## src/verilog/reply_frame_pkg.sv

```systemverilog
// Constants and carrier types for the fabric reply frame builder
package reply_frame_pkg;

  // Frame header constants
  localparam logic [7:0] ROUTE_REQUEST   = 8'h02;
  localparam logic [7:0] ROUTE_REPLY     = 8'h03;
  localparam logic [7:0] TYPE_SWITCH_SVC = 8'h22;
  localparam logic [7:0] CLASS_F_SERVICE = 8'h0f;

  // Payload command bytes (most significant byte of first word)
  localparam logic [7:0] CMD_REJECT     = 8'h01;
  localparam logic [7:0] CMD_ACCEPT     = 8'h02;
  localparam logic [7:0] CMD_HELLO      = 8'h14;
  localparam logic [7:0] CMD_LINK_STATE = 8'h15;
  localparam logic [7:0] CMD_LINK_ACK   = 8'h16;
  localparam logic [23:0] REJECT_TAIL   = 24'h000000;
  localparam logic [7:0] RESERVED_BYTE  = 8'h00;

  // Reject reason codes
  localparam logic [7:0] RSN_BAD_COMMAND  = 8'h01;
  localparam logic [7:0] RSN_BAD_REVISION = 8'h02;
  localparam logic [7:0] RSN_LOGICAL      = 8'h03;
  localparam logic [7:0] RSN_BAD_SIZE     = 8'h04;
  localparam logic [7:0] RSN_BUSY         = 8'h05;
  localparam logic [7:0] RSN_PROTOCOL     = 8'h07;
  localparam logic [7:0] RSN_UNABLE       = 8'h09;
  localparam logic [7:0] RSN_UNSUPPORTED  = 8'h0b;
  localparam logic [7:0] RSN_ATTACHMENT   = 8'h0c;
  localparam logic [7:0] RSN_VENDOR       = 8'hff;

  // Explanation range limits
  localparam logic [7:0] EXPL_SEC_LO  = 8'h30;
  localparam logic [7:0] EXPL_SEC_HI  = 8'h3f;
  localparam logic [7:0] EXPL_ZONE_LO = 8'h40;
  localparam logic [7:0] EXPL_ZONE_HI = 8'h4f;
  localparam logic [7:0] EXPL_NONE    = 8'h00;

  // Listed explanation codes that pass unchanged into a reject
  localparam int         N_LISTED_EXPL = 15;
  localparam logic [7:0] LISTED_EXPL [N_LISTED_EXPL] = '{
    8'h00, 8'h01, 8'h03, 8'h04, 8'h05, 8'h0d, 8'h0e, 8'h0f, 8'h10,
    8'h19, 8'h29, 8'h2a, 8'h2b, 8'h2c, 8'h2d
  };

  // Width of the request argument carried in the accept first word
  localparam int         ACCEPT_ARG_W  = 24;

  // Reject cause selector given by the request checker
  typedef enum logic [3:0] {
    CAUSE_BAD_COMMAND, CAUSE_BAD_REVISION, CAUSE_LOGICAL, CAUSE_BAD_SIZE,
    CAUSE_BUSY, CAUSE_PROTOCOL, CAUSE_UNABLE, CAUSE_UNSUPPORTED,
    CAUSE_ATTACHMENT, CAUSE_VENDOR
  } reject_cause_t;

  // Request summary handed in by the request parser
  typedef struct packed {
    logic [23:0] source_identifier;
    logic [23:0] destination_identifier;
    logic [7:0]  command_byte;
    logic        reject;
    logic [3:0]  cause;
    logic [7:0]  explanation;
    logic [7:0]  vendor_detail;
    logic [31:0] accept_word;
  } request_info_t;

  // Reply frame handed to the transmitter
  typedef struct packed {
    logic [7:0]  routing_control_field;
    logic [7:0]  frame_type;
    logic [7:0]  service_class;
    logic [23:0] source_identifier;
    logic [23:0] destination_identifier;
    logic [31:0] first_word;
    logic [31:0] second_word;
    logic        is_reject;
  } reply_frame_t;

endpackage : reply_frame_pkg

```

## src/verilog/fabric_reply_frame_builder.sv

```systemverilog
// Builds accept and reject reply frames for inter-switch service requests
// What this block does
// - Accept reply first word carries 02 in top byte, rest per request
// - Never reply to hello, link state update or link state ack
// - Reply source id is request destination id and vice versa
// - Reject payload: 01000000h, reserved, reason, explanation, vendor byte
// - Unrecognised command code rejects with reason 01
// - Unsupported revision level rejects with reason 02
// - Invalid or inconsistent command and payload rejects with reason 03
// - Payload size mismatch rejects with reason 04
// - Busy device rejects with reason 05
// - Protocol violation rejects with reason 07
// - Unable to perform rejects with reason 09
// - Recognised but unsupported command rejects with reason 0B
// - Invalid attachment state rejects with reason 0C
// - Vendor failure uses reason FF with detail in vendor byte
// - Explanations 00, 01, 03, 04, 05 for parameter and flow errors
// - Explanations 0D, 0E, 0F, 10 for names, timeouts, domain lists
// - Explanations 19, 29, 2A, 2B, 2C, 2D for resource and link states
// - 30h-3Fh security only, 40h-4Fh zoning only; both ranges are passed with any reason, unchecked
// - Reply frames carry routing control 03h, requests 02h
// - Reply frames carry type 22h
// - Requests and replies use class F service
// - Vendor byte meaningful only with vendor reason, else reserved
`timescale 1ns/1ns
`default_nettype none

module fabric_reply_frame_builder (
  // Clock and reset
  input  wire logic                          clock_in,
  input  wire logic                          rst_n_in,
  // Request summary from the parser
  input  wire logic                          req_valid_in,
  input  wire reply_frame_pkg::request_info_t req_info_in,
  output logic                               req_ready_out,
  // Reply frame to the transmitter
  output logic                               reply_valid_out,
  output reply_frame_pkg::reply_frame_t      reply_frame_out,
  input  wire logic                          reply_ready_in,
  // Suppressed request indication
  output logic                               suppressed_out
);

  // Maps a cause selector to its reason code; unknown causes fall to unable
  function automatic logic [7:0] reason_of(input logic [3:0] cause);
    unique case (reply_frame_pkg::reject_cause_t'(cause))
      reply_frame_pkg::CAUSE_BAD_COMMAND:  reason_of = reply_frame_pkg::RSN_BAD_COMMAND;
      reply_frame_pkg::CAUSE_BAD_REVISION: reason_of = reply_frame_pkg::RSN_BAD_REVISION;
      reply_frame_pkg::CAUSE_LOGICAL:      reason_of = reply_frame_pkg::RSN_LOGICAL;
      reply_frame_pkg::CAUSE_BAD_SIZE:     reason_of = reply_frame_pkg::RSN_BAD_SIZE;
      reply_frame_pkg::CAUSE_BUSY:         reason_of = reply_frame_pkg::RSN_BUSY;
      reply_frame_pkg::CAUSE_PROTOCOL:     reason_of = reply_frame_pkg::RSN_PROTOCOL;
      reply_frame_pkg::CAUSE_UNABLE:       reason_of = reply_frame_pkg::RSN_UNABLE;
      reply_frame_pkg::CAUSE_UNSUPPORTED:  reason_of = reply_frame_pkg::RSN_UNSUPPORTED;
      reply_frame_pkg::CAUSE_ATTACHMENT:   reason_of = reply_frame_pkg::RSN_ATTACHMENT;
      reply_frame_pkg::CAUSE_VENDOR:       reason_of = reply_frame_pkg::RSN_VENDOR;
      default:                             reason_of = reply_frame_pkg::RSN_UNABLE;
    endcase
  endfunction : reason_of

  // Security explanations share one block of codes
  function automatic logic in_security_range(input logic [7:0] expl);
    in_security_range = (expl >= reply_frame_pkg::EXPL_SEC_LO) &&
                        (expl <= reply_frame_pkg::EXPL_SEC_HI);
  endfunction : in_security_range

  // Zoning explanations share the next block of codes
  function automatic logic in_zoning_range(input logic [7:0] expl);
    in_zoning_range = (expl >= reply_frame_pkg::EXPL_ZONE_LO) &&
                      (expl <= reply_frame_pkg::EXPL_ZONE_HI);
  endfunction : in_zoning_range

  // Passes listed or ranged explanations; anything reserved becomes 00
  // Ranged codes are not checked further; their meaning is set upstream
  function automatic logic [7:0] explanation_of(input logic [7:0] expl,
                                                 input logic       listed);
    if (listed || in_security_range(expl) || in_zoning_range(expl)) begin
      explanation_of = expl;
    end else begin
      explanation_of = reply_frame_pkg::EXPL_NONE;
    end
  endfunction : explanation_of

  // Vendor byte travels only with the vendor reason, else reads as zero
  function automatic logic [7:0] vendor_byte_of(input logic [7:0] rsn,
                                                 input logic [7:0] detail);
    if (rsn == reply_frame_pkg::RSN_VENDOR) begin
      vendor_byte_of = detail;
    end else begin
      vendor_byte_of = reply_frame_pkg::RESERVED_BYTE;
    end
  endfunction : vendor_byte_of

  // Requests that never get any reply
  function automatic logic no_reply(input logic [7:0] cmd);
    no_reply = (cmd == reply_frame_pkg::CMD_HELLO) ||
               (cmd == reply_frame_pkg::CMD_LINK_STATE) ||
               (cmd == reply_frame_pkg::CMD_LINK_ACK);
  endfunction : no_reply

  logic                          busy_ff;
  logic                          suppressed_ff;
  reply_frame_pkg::reply_frame_t frame_ff;
  reply_frame_pkg::reply_frame_t nxt_frame;
  logic                          take;
  logic [7:0]                    reason;
  logic                          silent;
  logic                          load;
  logic                          drain;
  logic [7:0]                    explanation_byte;
  logic [7:0]                    vendor_byte;
  logic                          expl_listed;
  logic [31:0]                   reject_first;
  logic [31:0]                   reject_second;
  logic [31:0]                   accept_first;
  logic [31:0]                   accept_second;
  logic [reply_frame_pkg::N_LISTED_EXPL-1:0] expl_hit;

  // One reply held at a time; a new request waits until it is drained
  assign req_ready_out   = ~busy_ff;
  assign take            = req_valid_in & ~busy_ff;
  assign reply_valid_out = busy_ff;
  assign reply_frame_out = frame_ff;
  assign suppressed_out  = suppressed_ff;
  assign reason          = reason_of(req_info_in.cause);

  // Hello and link state requests are taken but never answered
  assign silent = no_reply(req_info_in.command_byte);
  assign load   = take & ~silent;
  assign drain  = busy_ff & reply_ready_in;

  // One comparator per listed explanation code
  for (genvar k = 0; k < reply_frame_pkg::N_LISTED_EXPL; k++) begin : g_expl
    assign expl_hit[k] = (req_info_in.explanation ==
                          reply_frame_pkg::LISTED_EXPL[k]);
  end
  assign expl_listed = |expl_hit;

  // Reject detail bytes; reserved codes never reach the wire
  assign explanation_byte = explanation_of(req_info_in.explanation,
                                           expl_listed);
  assign vendor_byte      = vendor_byte_of(reason,
                                           req_info_in.vendor_detail);

  // Reject payload: fixed head word, then reserved, reason, detail bytes
  assign reject_first  = {reply_frame_pkg::CMD_REJECT,
                          reply_frame_pkg::REJECT_TAIL};
  assign reject_second = {reply_frame_pkg::RESERVED_BYTE, reason,
                          explanation_byte, vendor_byte};

  // Accept payload; words past the first belong to the request kind
  assign accept_first  = {
    reply_frame_pkg::CMD_ACCEPT,
    req_info_in.accept_word[reply_frame_pkg::ACCEPT_ARG_W-1:0]
  };
  assign accept_second = req_info_in.accept_word;

  // Reply frame assembly; header fields are fixed for every reply
  always_comb begin
    nxt_frame = frame_ff;
    nxt_frame.routing_control_field  = reply_frame_pkg::ROUTE_REPLY;
    nxt_frame.frame_type             = reply_frame_pkg::TYPE_SWITCH_SVC;
    nxt_frame.service_class          = reply_frame_pkg::CLASS_F_SERVICE;
    nxt_frame.source_identifier      = req_info_in.destination_identifier;
    nxt_frame.destination_identifier = req_info_in.source_identifier;
    nxt_frame.is_reject              = req_info_in.reject;
    if (req_info_in.reject) begin
      nxt_frame.first_word  = reject_first;
      nxt_frame.second_word = reject_second;
    end else begin
      nxt_frame.first_word  = accept_first;
      nxt_frame.second_word = accept_second;
    end
  end

  // Reply holding flag; suppressed requests never load it
  always_ff @(posedge clock_in) begin
    if (!rst_n_in) begin
      busy_ff <= 1'b0;
    end else if (load) begin
      busy_ff <= 1'b1;
    end else if (drain) begin
      busy_ff <= 1'b0;
    end
  end

  // One-cycle pulse when a request is dropped without reply
  always_ff @(posedge clock_in) begin
    if (!rst_n_in) begin
      suppressed_ff <= 1'b0;
    end else begin
      suppressed_ff <= take & silent;
    end
  end

  // Frame register, loaded only when a reply is accepted for building
  // Held frame stays put while the peer stalls, so no copy is needed
  always_ff @(posedge clock_in) begin
    if (!rst_n_in) begin
      frame_ff <= '0;
    end else if (load) begin
      frame_ff <= nxt_frame;
    end
  end

endmodule : fabric_reply_frame_builder

`default_nettype wire

```

## config.mk

```make
export PLATFORM = sky130hd
export DESIGN_NAME = fabric_reply_frame_builder
export DESIGN_NICKNAME = d
export VERILOG_FILES = /design/src/verilog/reply_frame_pkg.sv /design/src/verilog/fabric_reply_frame_builder.sv
export SDC_FILE = /design/constraint.sdc
export NUM_CORES = 1
export LEC_CHECK = 0
export ABC_AREA = 1
export BUFFER_PORTS_ARGS = -buffer_cell sky130_fd_sc_hd__buf_4
export CAP_MARGIN = 10
export CORE_MARGIN = 5
export CORE_UTILIZATION = 49
export DETAILED_ROUTE_END_ITERATION = 16
export PLACE_DENSITY = 0.86
export SLEW_MARGIN = 20
export SYNTH_ARGS = -nofsm -noshare
export SYNTH_HDL_FRONTEND = slang
export SYNTH_SLANG_ARGS = --single-unit
```

## constraint.sdc

```tcl
create_clock -name clock_in -period 2.55 [get_ports clock_in]
set_input_delay 0.51 -clock clock_in [delete_from_list [all_inputs] [get_ports clock_in]]
set_output_delay 0.51 -clock clock_in [all_outputs]
set_load 0.01 [all_outputs]
```

==> impl_metrics.json <==
{
  "place_hpwl_um": 10200,
  "place_ws_ns": 0.471,
  "grt.met2_usage_pct": 40.4,
  "rsz0062_at_grt": "false",
  "path_depth": 8,
  "path_buf_inv": 2,
  "ff2ff_path_depth": 5,
  "grt_pass1_vias": 4469,
  "syn_area_per_cell_sq_um": 7.16,
  "cts_hold_buffers": 0,
  "core_sq_um": 9640,
  "drive_above_1_share_pct": 29.9,
  "grt_max_degree": 101,
  "wl_per_cell_um": 14.5,
  "slowest_delay_ns": 0.53,
  "end_kind": "register",
  "finalCritPeriodShare_pct": 67.7,
  "cts_setup_buffers": 0,
  "worst_slack_ns": 0.824,
  "power.density_nw_per_um2": 572,
  "p_leak_nw": 3.26,
  "grtUsageMet1_pct": 28.4,
  "outcome": "finished, final reports clean",
  "drc": 0,
  "antenna_found_initial": 0,
  "cp_data_required_time_ns": 2.85,
  "gp_congestion": 0.919,
  "overflow": 0,
  "crit_type": "input port to register",
  "cp_slowest_cell": "nor2_1",
  "path_delay_family": "simple AND/OR/NAND/NOR gates",
  "clockBufferDepth": 2,
  "grt.met3_usage_pct": 5.15,
  "ir_worst_vdd_uv": 390,
  "min_path_type": "input port to register",
  "final.fill_count": 861,
  "cts_buffers": 9,
  "final_util_pct": 68.6,
  "die_h_um": 109,
  "first_pass_iters": 6,
  "crit_fanout": 8,
  "vias": 4954,
  "skew_ns": 0.00641,
  "cts_max_level": 3,
  "cpMostUsedCell": "nor2_1",
  "worstMarginPinSlew_ns": 0.649,
  "grt_pass1_wl_um": 21900,
  "placement.io_buffers": 230,
  "vias_per_cell": 4.97,
  "setup_tns_ns": 0,
  "fp.dieW_um": 109,
  "num_rows": 36,
  "die_area_sq_um": 11800,
  "maxSlewViolCount": 0,
  "yosys-mux-area-fraction_pct": 0,
  "synth-xor-area-share_pct": 0,
  "synth.distinct_cells": 23,
  "antenna_cells": 0,
  "setup_violations": 0,
  "timing.final.crit_period_ns": 1.73,
  "drt_iter0_drc": 249,
  "fmaxAchievable_mhz": 579,
  "yosysSeqAreaShare_pct": 45.8,
  "ios": 253,
  "syn-instance-count": 666,
  "ys_seq_elements": 109,
  "postCtsResizedCells": 0,
  "drv_cap": 0,
  "slew-limit-headroom_pct": 56.6,
  "clock-sinks": 109,
  "insertion_delay_ns": 0.36,
  "synth_warnings": 0,
  "yosys.area_share.adder_pct": 0.787,
  "area_growth_pct": 38.7,
  "nNetsFinal": 974,
  "ant_nets": 0,
  "clockRootBuffer": "clkbuf_8",
  "synth_top_family_by_area": "simple AND/OR/NAND/NOR gates",
  "wl_um": 14500,
  "hold_depth": 3,
  "synth_compound_area_share_pct": 12.3,
  "yosys.area_share.simple_pct": 27.9,
  "cts_tree": "yes",
  "clkTransAtPathRegs_ns": 0.10,
  "syn_area_sq_um": 4770,
  "grt_usage_pct": 23.1,
  "gr-max-usage-layer": "met2",
  "initial_utilization_pct": 49.5,
  "crit_path_start_kind": "input port",
  "hold_violations": 0,
  "worstPathArrival_ns": 2.02,
  "path_cells": "buf_4 > inv_1 > ha_1 > o21ai_0 > nand2_1 > nor2_1 > a21oi_1 > nor2_1"
}
final cells by class:
type / instances / area (sq um) / share of cell area (%)
multi-input combinational: 454 / 2050 / 31.0
timing repair buffer: 237 / 1830 / 27.7
tap: 133 / 166 / 2.52
inverter: 47 / 176 / 2.67
sequential: 109 / 2180 / 33.0
clock buffer: 11 / 141 / 2.14
clock inverter: 5 / 67.6 / 1.02
sequential cells by signal (all words and copies together) (netlist names):
register / count
suppressed_out: 1
reply_frame_out: 107
reply_valid_out: 1
layout by cell type, fill, tap and decap left out, drive strengths merged:
cell type,netlist,final
o21ai,7,7
dfxtp,109,109
clkinv,1,3
nor4b,1,1
ha,3,3
or2,1,1
nor3,7,7
a21oi,107,107
conb,1,22
nor4,1,1
inv,46,48
nor2,54,54
a211oi,1,1
o211ai,1,1
nand4,12,12
bufinv,0,1
buf,55,237
nand2,163,163
nand3,74,74
clkbuf,22,11
worst paths after layout:
path / slack (ns) / end / from
worst max register to register: 1.13 / reply_frame_out[7] / reply_valid_out
worst min-delay path: 0.37 / reply_frame_out[1] / req_info_in[32]
worst min register to register: 0.47 / reply_frame_out[75] / reply_frame_out[75]
worst max-delay path: 0.82 / reply_frame_out[2] / req_info_in[48]
through the flow:
stage / hold slack, ns / instances / area [sq um] / power [mW]
2_1_floorplan: 0.483 / 687 / 4850 / 2.34
3_3_place_gp: 0.448 / 980 / 6400 / 2.71
3_5_place_dp: 0.453 / 980 / 6400 / 2.72
4_1_cts: 0.354 / 996 / 6610 / 3.81
5_1_grt: 0.358 / 996 / 6610 / 3.98
6_report: 0.374 / 996 / 6610 / 3.78
Yosys cell counts:
library cell  number  area [sq um]
nand2_1          163           612
dfxtp_1          109          2180
a21oi_1          107           536
nand3_1           74           370
nor2_1            53           199
inv_1             46           173
buf_4             37           278
clkbuf_1          22          82.6
nand4_1           12          75.1
buf_1              8          30.0
buf_2              8          40.0
nor3_1             7          35.0
o21ai_0            7          35.0
ha_1               3          37.5
buf_6              2          22.5
a211oi_1           1          7.51
clkinv_1           1          3.75
conb_1             1          3.75
nor2_4             1          11.3
nor4_1             1          6.26
nor4b_2            1          15.0
o211ai_1           1          7.51
or2_2              1          6.26
kinds of logic (layout without fill, tap and decap cells):
| logic type | after synthesis | in the layout |
|---|---|---|
| adders and majority gates | 3 | 3 |
| buffers and inverters | 124 | 300 |
| AOI/OAI and AO/OA | 116 | 116 |
| and+or+nand+nor | 313 | 313 |
| other | 1 | 22 |
| DFF | 109 | 109 |
worst min-delay path, cell delays in order:
cell and delay (ns):
buf_4 0.08, a21oi_1 0.05, nor2_1 0.07
per-layer routing:
metal | up-vias | share of wire, %
li1 | 2479 | -
met1 | 2291 | 40
met2 | 163 | 51
met3 | 21 | 6.5
met4 | 0 | 2.1
met5 | - | 0
power by group:
group	switching, mW	internal (mW)
Clock	0.604	0.497
Sequential	0.0643	1.82
Combinational	0.416	0.388
Total	1.08	2.70
No activity file was read; power rests on OpenSTA's default activity.
